==> src/hdl/asp_consts.vh <==
`ifndef ASP_CONSTS_VH
`define ASP_CONSTS_VH
`define ASP_ADDR_W 21
`define ASP_DATA_W 8
`define ASP_CLK_PERIOD_PS 5000
`define ASP_POWER_UP_WAIT_US 100
`define ASP_POWER_UP_WAIT_CYC ((`ASP_POWER_UP_WAIT_US * 1000000) / `ASP_CLK_PERIOD_PS)
`define ASP_DESELECT_TO_RETENTION_NS 0
`define ASP_DESELECT_TO_RETENTION_CYC 1
`define ASP_ACCESS_NS 10
`define ASP_ACCESS_CYC (((`ASP_ACCESS_NS * 1000) + `ASP_CLK_PERIOD_PS - 1) / `ASP_CLK_PERIOD_PS)
`define ASP_STROBE_LOW_TO_FLOAT_PS 5000
`define ASP_WRITE_DATA_SETUP_PS 5500
`define ASP_WRITE_PULSE_PS (`ASP_STROBE_LOW_TO_FLOAT_PS + `ASP_WRITE_DATA_SETUP_PS)
`define ASP_WRITE_CYC ((`ASP_WRITE_PULSE_PS + `ASP_CLK_PERIOD_PS - 1) / `ASP_CLK_PERIOD_PS)
`define ASP_CNT_W 16
`endif

==> src/hdl/asp_host.v <==
`timescale 1ns/100ps
`include "asp_consts.vh"
module asp_host #(
  parameter POWER_UP_CYC = `ASP_POWER_UP_WAIT_CYC,
  parameter ACCESS_CYC = `ASP_ACCESS_CYC,
  parameter WRITE_CYC = `ASP_WRITE_CYC
) (
  input wire clk_i,
  input wire rst_b_i,
  input wire ce_i,
  input wire req_valid_i,
  input wire req_write_i,
  input wire [`ASP_ADDR_W-1:0] req_addr_i,
  input wire [`ASP_DATA_W-1:0] req_wdata_i,
  output wire req_ready_o,
  output reg rsp_valid_o,
  output reg [`ASP_DATA_W-1:0] rsp_rdata_o,
  input wire retention_req_i,
  output reg retention_ok_o,
  output reg select_low_active_b_o,
  output reg select_high_active_o,
  output reg output_enable_b_o,
  output reg write_strobe_b_o,
  output reg [`ASP_ADDR_W-1:0] word_select_lines_o,
  input wire [`ASP_DATA_W-1:0] shared_data_lines_i,
  output reg [`ASP_DATA_W-1:0] shared_data_lines_o,
  output reg shared_data_lines_oe_o
);
  localparam [2:0] ST_POWER = 3'h0;
  localparam [2:0] ST_IDLE = 3'h1;
  localparam [2:0] ST_READ = 3'h2;
  localparam [2:0] ST_WRITE = 3'h3;
  localparam [2:0] ST_WREND = 3'h4;
  localparam [2:0] ST_RETAIN = 3'h5;
  localparam [31:0] POWER_FULL = POWER_UP_CYC;
  localparam [31:0] ACCESS_FULL = ACCESS_CYC - 1;
  localparam [31:0] WRITE_FULL = WRITE_CYC - 1;
  localparam [31:0] SETTLE_FULL = `ASP_DESELECT_TO_RETENTION_CYC;
  localparam [`ASP_CNT_W-1:0] LOAD_POWER = POWER_FULL[`ASP_CNT_W-1:0];
  localparam [`ASP_CNT_W-1:0] LOAD_ACCESS = ACCESS_FULL[`ASP_CNT_W-1:0];
  localparam [`ASP_CNT_W-1:0] LOAD_WRITE = WRITE_FULL[`ASP_CNT_W-1:0];
  localparam [`ASP_CNT_W-1:0] LOAD_SETTLE = SETTLE_FULL[`ASP_CNT_W-1:0];

  reg [2:0] state;
  reg [2:0] next_state;
  reg load;
  reg [`ASP_CNT_W-1:0] load_value;
  wire timer_zero;
  reg power_loaded;
  wire select_any;
  wire settle_zero;
  wire take;
  wire read_done;
  wire write_done;

  assign select_any = !select_low_active_b_o || select_high_active_o;
  assign take = (state == ST_IDLE) && (next_state == ST_READ || next_state == ST_WRITE);
  assign read_done = (state == ST_READ) && timer_zero;
  assign write_done = (state == ST_WRITE) && timer_zero;

  assign req_ready_o = (state == ST_IDLE) && !retention_req_i;

  asp_down_counter #(
    .WIDTH(`ASP_CNT_W)
  ) u_timer (
    .clk_i(clk_i),
    .rst_b_i(rst_b_i),
    .ce_i(ce_i),
    .load_i(load),
    .value_i(load_value),
    .zero_o(timer_zero)
  );

  asp_down_counter #(
    .WIDTH(`ASP_CNT_W)
  ) u_settle (
    .clk_i(clk_i),
    .rst_b_i(rst_b_i),
    .ce_i(ce_i),
    .load_i(select_any),
    .value_i(LOAD_SETTLE),
    .zero_o(settle_zero)
  );

  always @* begin
    next_state = state;
    load = 1'b0;
    load_value = LOAD_ACCESS;
    case (state)
      ST_POWER: begin
        if (!power_loaded) begin
          load = 1'b1;
          load_value = LOAD_POWER;
        end else if (timer_zero) begin
          next_state = ST_IDLE;
        end
      end
      ST_IDLE: begin
        if (retention_req_i) begin
          next_state = ST_RETAIN;
        end else if (req_valid_i) begin
          load = 1'b1;
          if (req_write_i) begin
            load_value = LOAD_WRITE;
            next_state = ST_WRITE;
          end else begin
            next_state = ST_READ;
          end
        end
      end
      ST_READ: begin
        if (timer_zero) begin
          next_state = ST_IDLE;
        end
      end
      ST_WRITE: begin
        // strobe held for float plus setup.
        if (timer_zero) begin
          next_state = ST_WREND;
        end
      end
      ST_WREND: begin
        next_state = ST_IDLE;
      end
      ST_RETAIN: begin
        if (!retention_req_i) begin
          next_state = ST_IDLE;
        end
      end
      default: begin
        next_state = ST_IDLE;
      end
    endcase
  end

  always @(posedge clk_i or negedge rst_b_i) begin
    if (!rst_b_i) begin
      state <= ST_POWER;
      power_loaded <= 1'b0;
    end else if (ce_i) begin
      state <= next_state;
      power_loaded <= 1'b1;
    end
  end

  always @(posedge clk_i or negedge rst_b_i) begin
    if (!rst_b_i) begin
      rsp_valid_o <= 1'b0;
      rsp_rdata_o <= {`ASP_DATA_W{1'b0}};
      retention_ok_o <= 1'b0;
    end else if (ce_i) begin
      rsp_valid_o <= 1'b0;
      // retention allowed once deselected long enough.
      retention_ok_o <= (next_state == ST_RETAIN) && settle_zero;
      if (read_done) begin
        rsp_rdata_o <= shared_data_lines_i;
        rsp_valid_o <= 1'b1;
      end
      if (state == ST_WREND) begin
        rsp_valid_o <= 1'b1;
      end
    end
  end

  always @(posedge clk_i or negedge rst_b_i) begin
    if (!rst_b_i) begin
      select_low_active_b_o <= 1'b1;
      select_high_active_o <= 1'b0;
      output_enable_b_o <= 1'b1;
      write_strobe_b_o <= 1'b1;
      word_select_lines_o <= {`ASP_ADDR_W{1'b0}};
      shared_data_lines_o <= {`ASP_DATA_W{1'b0}};
      shared_data_lines_oe_o <= 1'b0;
    end else if (ce_i) begin
      if (take) begin
        // address set with the select, never after.
        word_select_lines_o <= req_addr_i;
        shared_data_lines_o <= req_wdata_i;
        select_low_active_b_o <= 1'b0;
        select_high_active_o <= 1'b1;
        write_strobe_b_o <= !req_write_i;
        output_enable_b_o <= req_write_i;
        shared_data_lines_oe_o <= req_write_i;
      end
      if (read_done) begin
        select_low_active_b_o <= 1'b1;
        select_high_active_o <= 1'b0;
        output_enable_b_o <= 1'b1;
      end
      if (write_done) begin
        // strobe ends the write; data still held.
        write_strobe_b_o <= 1'b1;
        select_low_active_b_o <= 1'b1;
        select_high_active_o <= 1'b0;
      end
      if (state == ST_WREND) begin
        // data released one cycle after the write edge.
        shared_data_lines_oe_o <= 1'b0;
      end
      if (state == ST_RETAIN) begin
        select_low_active_b_o <= 1'b1;
        select_high_active_o <= 1'b0;
        output_enable_b_o <= 1'b1;
        write_strobe_b_o <= 1'b1;
        shared_data_lines_oe_o <= 1'b0;
      end
    end
  end
endmodule

==> src/hdl/asp_down_counter.v <==
`timescale 1ns/100ps
module asp_down_counter #(
  parameter WIDTH = 16
) (
  input wire clk_i,
  input wire rst_b_i,
  input wire ce_i,
  input wire load_i,
  input wire [WIDTH-1:0] value_i,
  output wire zero_o
);
  reg [WIDTH-1:0] count;
  assign zero_o = (count == {WIDTH{1'b0}});
  always @(posedge clk_i or negedge rst_b_i) begin
    if (!rst_b_i) begin
      count <= {WIDTH{1'b0}};
    end else if (ce_i) begin
      if (load_i) begin
        count <= value_i;
      end else if (count != {WIDTH{1'b0}}) begin
        count <= count - {{(WIDTH-1){1'b0}}, 1'b1};
      end
    end
  end
endmodule

==> config.mk <==
export PLATFORM = sky130hd
export DESIGN_NAME = asp_host
export DESIGN_NICKNAME = d
export VERILOG_FILES = /design/src/hdl/asp_host.v /design/src/hdl/asp_down_counter.v
export VERILOG_INCLUDE_DIRS = /design/src /design/src/hdl
export SDC_FILE = /design/constraint.sdc
export NUM_CORES = 1
export LEC_CHECK = 0
export BUFFER_PORTS_ARGS = -buffer_cell sky130_fd_sc_hd__buf_4
export CORE_ASPECT_RATIO = 0.7
export CORE_MARGIN = 4
export CORE_UTILIZATION = 40
export CTS_CLUSTER_DIAMETER = 60
export DETAILED_ROUTE_END_ITERATION = 16
export PLACE_DENSITY = 0.64
export SLEW_MARGIN = 20
export SYNTH_ARGS = -nofsm -noshare
export SYNTH_HDL_FRONTEND = slang
export SYNTH_SLANG_ARGS = --single-unit
==> constraint.sdc <==
create_clock -name clk_i -period 2.8 [get_ports clk_i]
set_input_delay 0.28 -clock clk_i [delete_from_list [all_inputs] [get_ports clk_i]]
set_output_delay 0.28 -clock clk_i [all_outputs]
set_load 0.02 [all_outputs]
Yosys cells after proc, flatten, opt, wreduce, memory -nomap -nowiden
Cells that the tools add are included.
{"block": "word_totals", "rom_bits": 0, "input_bits": 43, "out_inout_bits": 45, "mem_count": 0, "word_cells": 92, "mem_bits_rw": 0, "latchBits": 0, "ff_bits": 80}
{"block": "op_classes", "bitwise_logic": 0, "eq_ne": 8, "n_div": 0, "magnitude_cmp": 0, "n_reduce_logical": 29, "shifts": 0, "mul": 0, "muxes": 39, "n_addsub": 2}
{"cell": "two-way mux 16 bit", "n": 4}
{"cell": "logical NOT 16 bit", "n": 2}
{"cell": "nonzero test 16 bit", "n": 2}
{"cell": "subtractor 16 x 1 -> 16 bit, second input constant", "n": 2}
{"cell": "case mux 15 bit (2 select lines)", "n": 1}
{"cell": "two-way mux 1 bit", "n": 22}
{"cell": "two-way mux 3 bit", "n": 6}
{"cell": "AND reduction 2 bit", "n": 8}
{"cell": "two-way mux 15 bit", "n": 1}
{"cell": "case mux 3 bit (5 select lines)", "n": 1}
{"cell": "equality test 3 x 2 -> 1 bit, second input constant", "n": 4}
{"cell": "equality test 3 bit, second input constant", "n": 3}
{"cell": "nonzero test 3 bit", "n": 3}
{"cell": "two-way mux 2 bit", "n": 3}
{"cell": "logical AND 1 bit", "n": 5}
{"cell": "nonzero test 2 bit", "n": 2}
{"cell": "nonzero test 4 bit", "n": 1}
{"cell": "equality test 3 x 1 -> 1 bit, second input constant", "n": 1}
{"cell": "logical NOT 1 bit", "n": 3}
{"cell": "logical NOT 3 bit", "n": 1}
{"cell": "logical OR 1 bit", "n": 2}
{"cell": "case mux 1 bit (2 select lines)", "n": 1}

Logic depth before layout (Yosys ltp)
Gate-level depths: netlist (run 1).
{"block": "logic_depth", "ltp_word": 11, "ltp_mapped": 8, "ltp_nobuf": 7}

Cells and area by module
Synthesis (run 1) repeated with hierarchy kept, for this count alone.
{"block": "unflattened", "cells_unflattened": 414, "hier_area_um2": 4281.6}
{"mod": "asp_down_counter", "cells_each": 136, "n_inst": 2, "area_per_inst_um2": 1142.3, "seq_area_each_um2": 400.4}
{"mod": "asp_host", "cells_each": 142, "n_inst": 1, "area_per_inst_um2": 1996.9, "seq_area_each_um2": 1204.9}

Worst setup path after synthesis (run 1)
No wires, ideal clock.
{"block": "synth_timing", "kind": "register to register", "start": "register u_timer.count[0]", "end": "register retention_ok_o", "required_ps": 2663, "stages_incl_launch_ff": 8, "t_arrival_ps": 2271, "path_slack_ps": 392, "setup_time_ps": 137, "period_less_slack_ps": 2408, "path_buffers": 0, "path_cell_list": "dfrtp_1 -> inv_1 -> ha_1 -> or4b_2 -> or4_4 -> and3_1 -> nor3_2 -> o32ai_2"}
{"block": "synth_between", "elab_chain_len": 6, "word_cells_on_any_way": 7, "classes_between": "eq/ne (1); mux (4); reduce/logical (2)"}
{"element": "start: declaration", "line": "asp_down_counter.v:12", "rtl": "reg [WIDTH-1:0] count;"}
{"element": "start signal: assignment", "line": "asp_down_counter.v:16", "rtl": "count <= {WIDTH{1'b0}};"}
{"element": "start signal: assignment", "line": "asp_down_counter.v:19", "rtl": "count <= value_i;"}
{"element": "start signal: assignment", "line": "asp_down_counter.v:21", "rtl": "count <= count - {{(WIDTH-1){1'b0}}, 1'b1};"}
{"element": "logical NOT 16 bit *", "line": "asp_down_counter.v:13", "rtl": "assign zero_o = (count == {WIDTH{1'b0}});"}
{"element": "two-way mux 3 bit", "line": "asp_host.v:94, asp_host.v:112"}
{"element": "two-way mux 3 bit", "line": "asp_host.v:91", "rtl": "if (!power_loaded) begin"}
{"element": "case mux 3 bit (5 select lines) *", "line": "asp_host.v:89", "rtl": "case (state)"}
{"element": "equality test 3 bit *", "line": "asp_host.v:154", "rtl": "retention_ok_o <= (next_state == ST_RETAIN) && settle_zero;"}
{"element": "logical AND 1 bit *", "line": "asp_host.v:154"}
{"element": "end signal: assignment", "line": "asp_host.v:154"}
{"element": "end: declaration", "line": "asp_host.v:19", "rtl": "output reg retention_ok_o,"}
Mark *: on every way between the ends. The rest lies on a longest branch, timed or not.
A chain may end at the register's enable or synchronous reset.

Final worst setup path (run 1)
Ends and elaborated chain as after synthesis.

==> results of run 1 <==
==> area by class of cell <==
cell class,count,share of cell area (%)
Clock buffer,10,4.62
Tap cell,124,3.13
Timing Repair Buffer,95,14.5
Inverter,10,0.758
Sequential cell,80,40.5
Clock inverter,6,2.32
Multi-Input combinational cell,292,34.2
==> placed cells by master, fill, tap and decap left out, drive strengths merged, types with 2 or more instances in the layout <==
| master | instances |
|---|---|
| o41ai | 4 |
| nand4 | 6 |
| xor2 | 10 |
| nand2b | 3 |
| bufinv | 3 |
| buf | 95 |
| inv | 12 |
| nand2 | 104 |
| nand4b | 2 |
| nor4 | 6 |
| o31ai | 3 |
| nor2b | 3 |
| o221ai | 2 |
| o21ai | 15 |
| nor3 | 11 |
| nand3 | 7 |
| and3 | 4 |
| or3 | 5 |
| clkbuf | 10 |
| dfrtp | 77 |
| xnor2 | 10 |
| mux2 | 8 |
| a211oi | 4 |
| a21oi | 11 |
| or2 | 2 |
| dfstp | 3 |
| a22o | 7 |
| nor2 | 40 |
| a2111oi | 4 |
| ha | 2 |
| or4 | 7 |
==> per-layer routing <==
metal,share of wire [%],wire length (um)
met3,10,923
met1,47,4260
met2,42,3880
met5,0,0
met4,0.83,76
==> final timing paths <==
path,startpoint,end,depth (start not counted)
setup / recovery,u_timer.count[0],retention_ok_o,7
hold / removal,rst_b_i,u_settle.count[6],1
setup reg to reg,u_timer.count[0],retention_ok_o,7
hold reg to reg,word_select_lines_o[0],word_select_lines_o[0],2
max in group asynchronous,rst_b_i,rsp_rdata_o[4],1
min in group clk_i,req_addr_i[12],word_select_lines_o[12],3
==> power by group through the flow <==
stage	clock (W)	combinational, W	sequential, W
after global routing	0.00145	0.00259	0.00212
after CTS	0.00139	0.00234	0.00204
after floorplan	0	0.00126	0.00225
after global placement	0	0.00229	0.00203
final	0.00136	0.00232	0.00204
after detailed placement	0	0.00234	0.00204
==> flip-flops by register name, summed over array words and instances, names as in the netlist <==
name and count:
output_enable_b_o 1, power_loaded 1, retention_ok_o 1, rsp_rdata_o 8, rsp_valid_o 1, select_high_active_o 1
select_low_active_b_o 1, shared_data_lines_o 8, shared_data_lines_oe_o 1, state 3, u_settle.count 16, u_timer.count 16
word_select_lines_o 21, write_strobe_b_o 1
==> critical path: cells and delay by family (launching register included) <==
kind / cells / cell delay (ns)
simple gates: 4 / 1.56
flops: 1 / 0.43
fa+ha+maj: 1 / 0.25
compound gates: 1 / 0.12
buf+inv: 1 / 0.11
==> per-stage QoR <==
step	util [%]	total power, W	cell area [um2]
floorplan	-	0.00351	3810
global placement	50.2	0.00432	4610
detailed placement	50.2	0.00438	4610
CTS	53.9	0.00577	4950
global route	54.0	0.00616	4950
finish	54.0	0.00572	4950
==> cell families after synthesis <==
| kind of cell | share of synthesized area, % |
|---|---|
| fa+ha+maj | 0.656 |
| xor+xnor | 4.59 |
| flops | 52.6 |
| compound gates | 11.4 |
| simple gates | 25.1 |
| buf+inv | 3.12 |
| mux | 2.62 |
==> impl_metrics.json, run 1 <==
{
  "status": "finished, violations left",
  "violations": "negative hold slack",
  "cp_max_fo": 6,
  "post_cts_buffers": 0,
  "die_w_um": 125,
  "cts_tree": "done",
  "max-cap-violations": 0,
  "crit_chain": "inv_1, ha_1, or4b_2, or4_4, and3_1, nor3_2, o32ai_2",
  "n_antenna_cell": 0,
  "synth_cell_types": 53,
  "initial_core_util_pct": 41.5,
  "gp_congestion": 0.841,
  "ys.flop_type": "dfrtp_1",
  "synth-seq-cells": 80,
  "core_area_um2": 9180,
  "drive_above_1_share_pct": 28.6,
  "synth_area_per_cell_um2": 9.56,
  "synth.top_cells.by_area": "dfrtp_1, nand2_1, nor2_1",
  "slew_headroom_pct": 51.7,
  "maxSlewViolCount": 0,
  "area_growth_syn_to_layout_pct": 29.9,
  "worstSkewPairLatency_ns": 0.34,
  "wire_per_inst_um": 14.8,
  "hold_class": "in2async",
  "met3_usage_pct": 7.45,
  "power.internal_w": 0.00349,
  "arrival_ns": 2.80,
  "viasPerCell": 5.11,
  "synth_top_area_share_pct": 50.5,
  "synth.most_common_cell": "nand2_1",
  "synth_cells": 399,
  "multi_input_area_um2": 1700,
  "leakage_nw": 2.40,
  "top_usage_layer": "met2",
  "grt_max_degree": 81,
  "worst_clock_skew_ns": 0.00433,
  "synth-edff-count": 0,
  "dp_slack_ns": 0.221,
  "cts_buffers": 9,
  "worstPathRequired_ns": 3.01,
  "cts-root-buf": "clkbuf_16",
  "tightest_slew_ns": 0.724,
  "slowest_stage": "or4b_2",
  "rsz0062_at_grt": "no",
  "netlist_area_um2": 3810,
  "pwr-share-clk_pct": 23.7,
  "critPathLaunchType": "flip-flop",
  "met2_usage_pct": 25.7,
  "cts.path.max_buffers": 2,
  "power_per_cell_area_nw_per_um2": 1150,
  "h-tree-depth": 3,
  "fillers": 808,
  "critPathMaxStageDelay_ns": 0.66,
  "cts.clk_slew.worst_paths_ns": 0.06,
  "peakVddDrop_mv": 0.639,
  "final.min_clock_period_ns": 2.59,
  "grt-ovfl-total": 0,
  "finalSetupTns_ns": 0,
  "cts_hold_buf": 0,
  "synth_nets": 444,
  "path_class": "reg2reg",
  "stdcell_count": 617,
  "dp_cells": 601,
  "r2r_setup_slack_ns": 0.21,
  "hold_violations": 28,
  "yosys_warnings": 0,
  "setup_violations": 0,
  "nets": 533,
  "register_area_um2": 2010,
  "fp-row-count": 29,
  "fin_ws_ns": 0.209,
  "antenna_left": 0,
  "drc_errors": 0,
  "share_comb_of_total_power_pct": 40.6,
  "dr.first_iter.drc_count": 204,
  "grtUsageTotal_pct": 17.6,
  "crit_path_end_kind": "flip-flop",
  "ios": 88,
  "fmax_mhz": 386,
  "switching_share_pct": 38.9,
  "hold_ws_ns": -0.0204,
  "dieHeight_um": 89.7,
  "dpl.hpwl_um": 6430,
  "yosysTopAreaCell": "dfrtp_1",
  "io_buffers": 87,
  "power_frac_seq_pct": 35.7,
  "wl_um": 9140,
  "p_switching_w": 0.00223,
  "dieArea_um2": 11200,
  "synthTopCellsByCount": "nand2_1, dfrtp_1, nor2_1, o21ai_0, clkbuf_1",
  "ctsResizeCount": 0,
  "antenna_found_initial": 0,
  "clock-sinks": 80,
  "grt_pass1_vias": 3140,
  "period_share_pct": 92.5,
  "ys_seq_area_share_pct": 52.6,
  "via_count": 3153,
  "first_pass_iters": 4,
  "met1_usage_pct": 23.8,
  "grt_pass1_wl_um": 15700,
  "async_reset_ff_share_pct": 100
}
Note: power is estimated with default switching activity, not from simulation.
==> inputs of run 2 (changes only) <==
--- a/config.mk
+++ b/config.mk
@@ -12,7 +12,6 @@
 export CORE_UTILIZATION = 40
 export CTS_CLUSTER_DIAMETER = 60
 export DETAILED_ROUTE_END_ITERATION = 16
-export PLACE_DENSITY = 0.64
 export SLEW_MARGIN = 20
 export SYNTH_ARGS = -nofsm -noshare
 export SYNTH_HDL_FRONTEND = slang
==> run 2 against run 1 <==
The flow still finishes with violations (negative hold slack). Largest power group unchanged. Global-route usage down 0.39 points. Sequential power hardly changed. Worst hold slack gained 0.018 ns. Cell area is 1.3% lower. Non-clock buffer count rose by 1. Combinational power hardly changed. Total power decreased by 4.7%. Fmax shrank 2.3%. Utilization shrank 0.70 points. Wire length decreased by 0.58%.
==> impl_metrics.json, run 2 (synthesized netlist as in run 1, its figures left out) <==
{
  "max-cap-violations": 0,
  "final_common_cell": "nand2_1",
  "cp_max_fo": 6,
  "peakVddDrop_mv": 0.539,
  "grt_pass1_wl_um": 15500,
  "hold_violations": 3,
  "setup_violations": 0,
  "dp_cells": 602,
  "cts_buffers": 9,
  "grt-ovfl-total": 0,
  "stdcell_count": 618,
  "rsz0062_at_grt": "no",
  "nets": 534,
  "io_buffers": 87,
  "viasPerCell": 5.09,
  "fillers": 816,
  "worst_clock_skew_ns": 0.00690,
  "dpl.hpwl_um": 6420,
  "die_w_um": 125,
  "hold_class": "in2async",
  "n_antenna_cell": 0,
  "finalSetupTns_ns": 0,
  "status": "finished, violations left",
  "area_growth_syn_to_layout_pct": 28.2,
  "top_regs": "word_select_lines_o (21), u_settle.count (16), u_timer.count (16)",
  "antenna_found_initial": 0,
  "first_pass_iters": 4,
  "slew_headroom_pct": 51.1,
  "hold_ws_ns": -0.00217,
  "maxSlewViolCount": 0,
  "regMostFlops": "word_select_lines_o",
  "grt_pass1_vias": 3050,
  "dieHeight_um": 89.7,
  "crit_path_end_kind": "flip-flop",
  "ctsResizeCount": 0,
  "fin_ws_ns": 0.149,
  "cts-root-buf": "clkbuf_16",
  "clock-sinks": 80,
  "ios": 88,
  "fmax_mhz": 377,
  "cts_tree": "done",
  "critPathLaunchType": "flip-flop",
  "gp_congestion": 0.861,
  "dr.first_iter.drc_count": 209,
  "final_cell_mix": "nand2_1, buf_4, dfrtp_1, nor2_1, o21ai_0",
  "drc_errors": 0,
  "dieArea_um2": 11200,
  "antenna_left": 0,
  "grtUsageTotal_pct": 17.2,
  "post_cts_buffers": 0,
  "dp_slack_ns": 0.172,
  "grt_max_degree": 81,
  "cts_hold_buf": 0,
  "core_area_um2": 9180,
  "final.min_clock_period_ns": 2.65,
  "violations": "negative hold slack",
  "worstPathRequired_ns": 3.00,
  "initial_core_util_pct": 41.5,
  "path_class": "reg2reg",
  "fp-row-count": 29,
  "worstSkewPairLatency_ns": 0.33,
  "via_count": 3144,
  "drive_above_1_share_pct": 28.9,
  "cts.clk_slew.worst_paths_ns": 0.06,
  "period_share_pct": 94.7,
  "largest_reg_flops": 21,
  "cts.path.max_buffers": 2,
  "leakage_nw": 2.38,
  "register_area_um2": 2010,
  "power_per_cell_area_nw_per_um2": 1120,
  "arrival_ns": 2.86,
  "h-tree-depth": 3,
  "multi_input_area_um2": 1700,
  "tightest_slew_ns": 0.734,
  "wire_per_inst_um": 14.7,
  "wl_um": 9080,
  "finalPower_w": 0.00545
}
-- run 2: changes by cell type in the layout (fill, tap and decap cells not counted), sizes merged --
| cell | before | now |
|---|---|---|
| clkbuf | 10 | 9 |
| buf | 95 | 96 |
| inv | 12 | 11 |
| clkinv | 0 | 4 |
| clkinvlp | 1 | 2 |
| bufinv | 3 | 0 |
-- run 2: per-layer routing --
layer  track usage (%)  vias to the layer above  part of all wire [%]
met1              23.9                     1494                    48
met2              24.7                       93                    43
met5                 0                        -                     0
met4              5.47                        0                  0.85
li1                  -                     1551                     -
met3              7.09                        6                   8.2
-- run 2: power by group --
| part | internal [W] | switching, W |
|---|---|---|
| clock | 0.000600 | 0.000479 |
| sequential | 0.00162 | 0.000422 |
| combinational | 0.00100 | 0.00133 |
-- run 2: final timing paths --
kind                                         start                       to  slack [ns]  cells after the start
max in group asynchronous                  rst_b_i           rsp_rdata_o[0]        2.32                      1
setup reg to reg                  u_timer.count[0]           retention_ok_o        0.15                      7
setup / recovery                  u_timer.count[0]           retention_ok_o        0.15                      7
min in group clk_i                  req_wdata_i[5]   shared_data_lines_o[5]        0.13                      3
hold reg to reg            word_select_lines_o[17]  word_select_lines_o[17]        0.48                      2
hold / removal                             rst_b_i        u_settle.count[5]      -0.002                      1
-- run 2: cell type report --
class                   count  share of cell area (%)
clock inverters             7                   0.972
repair buffers             96                    14.8
multi-input cells         292                    34.7
clock buffers               9                    4.60
well taps                 124                    3.17
inverters                  10                   0.767
flip-flops and latches     80                    41.0
-- run 2: worst max-delay path: stages, from the launching register on --
cell	delay, ns
dfrtp_1	0.42
inv_1	0.10
ha_1	0.26
or4b_2	0.67
or4_4	0.49
and3_1	0.21
nor3_2	0.25
o32ai_2	0.13
-- run 2: metrics by stage --
stage               area [um2]  util [%]  hold WS [ns]
detailed placement        4610      50.3         0.463
finish                    4890      53.3      -0.00217
CTS                       4890      53.2         0.115
floorplan                 3810         -       -0.0156
global route              4890      53.3        0.0597
global placement          4610      50.3         0.459
==> inputs of run 3 (changes only) <==
==> constraint.sdc (replaced) <==
create_clock -name clk_i -period 2.7 [get_ports clk_i]
set_input_delay 0.27 -clock clk_i [delete_from_list [all_inputs] [get_ports clk_i]]
set_output_delay 0.27 -clock clk_i [all_outputs]
set_load 0.02 [all_outputs]
==> run 3 against run 2 <==
The run still ends with negative hold slack left. Final cell count shrank 0.16%. Sequential power grew 4%. Via count grew 0.25%. Count of clock-buffer cells in the layout grew 3. Total power grew 6.9%. Critical path depth is the same. Utilization grew 0.40 points. First-iteration DRC count shrank 2.9%. Global-route usage shrank 0.087 points. Sequential share of layout area shrank 0.30 points. Clock skew shrank 0.00096 ns.
==> impl_metrics.json, run 3 (synthesized netlist as in run 1, its figures left out) <==
{
  "worstSkewPairLatency_ns": 0.33,
  "die_w_um": 125,
  "antenna_left": 0,
  "maxSlewViolCount": 0,
  "io_buffers": 87,
  "drive_above_1_share_pct": 28.4,
  "clock-sinks": 80,
  "period_share_pct": 96.4,
  "cts_hold_buf": 0,
  "cts-root-buf": "clkbuf_16",
  "cts.path.max_buffers": 2,
  "dpl.hpwl_um": 6400,
  "antenna_found_initial": 0,
  "critPathLaunchType": "flip-flop",
  "met2_usage_pct": 24.8,
  "met1_usage_pct": 23.6,
  "finalSetupTns_ns": 0,
  "path_class": "reg2reg",
  "p_switching_w": 0.00228,
  "hold_class": "in2async",
  "slowest_stage": "or4b_2",
  "met3_usage_pct": 6.97,
  "grt_pass1_vias": 3035,
  "hold_ws_ns": -0.0190,
  "first_pass_iters": 4,
  "grt_max_degree": 81,
  "fp-row-count": 29,
  "viasPerCell": 5.11,
  "initial_core_util_pct": 41.5,
  "ctsResizeCount": 0,
  "power.internal_w": 0.00355,
  "nets": 533,
  "violations": "negative hold slack",
  "fmax_mhz": 384,
  "grt-ovfl-total": 0,
  "max-cap-violations": 0,
  "reg2reg_depth": 7,
  "share_comb_of_total_power_pct": 41.2,
  "cts_buffers": 9,
  "setup_violations": 0,
  "cts.clk_slew.worst_paths_ns": 0.06,
  "largest_reg_flops": 21,
  "cp_max_fo": 6,
  "pwr-share-clk_pct": 22.4,
  "final_cell_area_um2": 4930,
  "switching_share_pct": 39.2,
  "critPathMaxStageDelay_ns": 0.67,
  "dieHeight_um": 89.7,
  "top_regs": "word_select_lines_o (21), u_settle.count (16), u_timer.count (16)",
  "arrival_ns": 2.81,
  "final_common_cell": "nand2_1",
  "regMostFlops": "word_select_lines_o",
  "r2r_start": "u_timer.count[0]",
  "rsz0062_at_grt": "no",
  "crit_chain": "inv_1, ha_1, or4b_2, or4_4, and3_1, nor3_2, o32ai_2",
  "slew_headroom_pct": 52.4,
  "fillers": 851,
  "ios": 88,
  "hold_violations": 60,
  "status": "finished, violations left",
  "wire_per_inst_um": 14.8,
  "worst_clock_skew_ns": 0.00593,
  "peakVddDrop_mv": 0.586,
  "power_frac_seq_pct": 36.4,
  "dieArea_um2": 11200,
  "via_count": 3152,
  "core_area_um2": 9180,
  "gp_congestion": 0.839,
  "post_cts_buffers": 0,
  "r2r_setup_slack_ns": 0.1,
  "final.min_clock_period_ns": 2.60,
  "cts_tree": "done",
  "h-tree-depth": 3,
  "top_usage_layer": "met2",
  "final_cell_mix": "nand2_1, buf_4, dfrtp_1, nor2_1, o21ai_0",
  "grt_pass1_wl_um": 15300,
  "power_per_cell_area_nw_per_um2": 1180,
  "worstPathRequired_ns": 2.91,
  "grtUsageTotal_pct": 17.1,
  "dr.first_iter.drc_count": 203,
  "n_antenna_cell": 0,
  "leakage_nw": 2.40,
  "tightest_slew_ns": 0.713,
  "drc_errors": 0,
  "wl_um": 9120,
  "place_area_um2": 4610,
  "area_growth_syn_to_layout_pct": 29.2,
  "crit_path_end_kind": "flip-flop",
  "reg2reg_to": "retention_ok_o"
}
==> run 3: cell types whose count changed in the layout (fill, tap and decap cells not counted) <==
cell | previous run | this run
clkbuf_8 | 0 | 1
clkinvlp_4 | 2 | 0
clkbuf_1 | 0 | 2
inv_6 | 1 | 0
clkinv_4 | 1 | 0
bufinv_16 | 0 | 2
clkinv_2 | 3 | 2
buf_4 | 95 | 94
==> run 3: worst max path at each step <==
| stage | start | end | slack [ns] | cells past startpoint |
|---|---|---|---|---|
| floorplan | u_timer.count[0] | retention_ok_o | 0.29 | 7 |
| finish | u_timer.count[0] | retention_ok_o | 0.1 | 7 |
| global route | u_timer.count[6] | rsp_rdata_o[2] | 0.01 | 4 |
| CTS | u_timer.count[0] | retention_ok_o | 0.11 | 7 |
| global placement | u_timer.count[6] | rsp_rdata_o[4] | 0.17 | 4 |
| detailed placement | u_timer.count[0] | retention_ok_o | 0.12 | 7 |
==> run 3: layout make-up <==
type                            count  area, um2  area share (%)
Clock buffer                       12        246            5.00
Timing Repair Buffer               95        717            14.6
Multi-Input combinational cell    292       1700            34.4
Tap cell                          124        155            3.15
Clock inverter                      4       70.1            1.42
Sequential cell                    80       2010            40.7
Inverter                           10       37.5           0.762
==> run 3: per-layer routing <==
metal,up-vias,share of wire (%),routed length (um)
met5,-,0,0
met4,0,1.4,125
met3,12,8.0,729
met2,98,42,3850
met1,1494,48,4420
li1,1548,-,-
==> run 3: critical path, delay by kind of cell (launching register included) <==
family / cells / cell delay, ns
and+or+nand+nor: 4 / 1.58
DFF: 1 / 0.43
adders and majority gates: 1 / 0.25
AOI/OAI and AO/OA: 1 / 0.12
buffers and inverters: 1 / 0.10
==> run 3: power groups by stage <==
| stage | clock network (W) | logic [W] | registers (W) |
|---|---|---|---|
| CTS | 0.00134 | 0.00242 | 0.00212 |
| global route | 0.00139 | 0.00265 | 0.00220 |
| floorplan | 0 | 0.00131 | 0.00233 |
| global placement | 0 | 0.00239 | 0.00211 |
| finish | 0.00130 | 0.00240 | 0.00213 |
| detailed placement | 0 | 0.00241 | 0.00212 |
==> run 3: metrics by stage <==
step                      hold slack, ns  worst slack, ns  power [W]  utilization [%]  instances
after detailed placement           0.463            0.118    0.00453             50.2        601
after CTS                          0.107            0.111    0.00588             53.6        617
after global routing              0.0468           0.0120    0.00625             53.7        617
after floorplan                  -0.0256            0.292    0.00364                -        399
final                            -0.0190           0.0965    0.00583             53.7        617
after global placement             0.459            0.174    0.00449             50.2        601
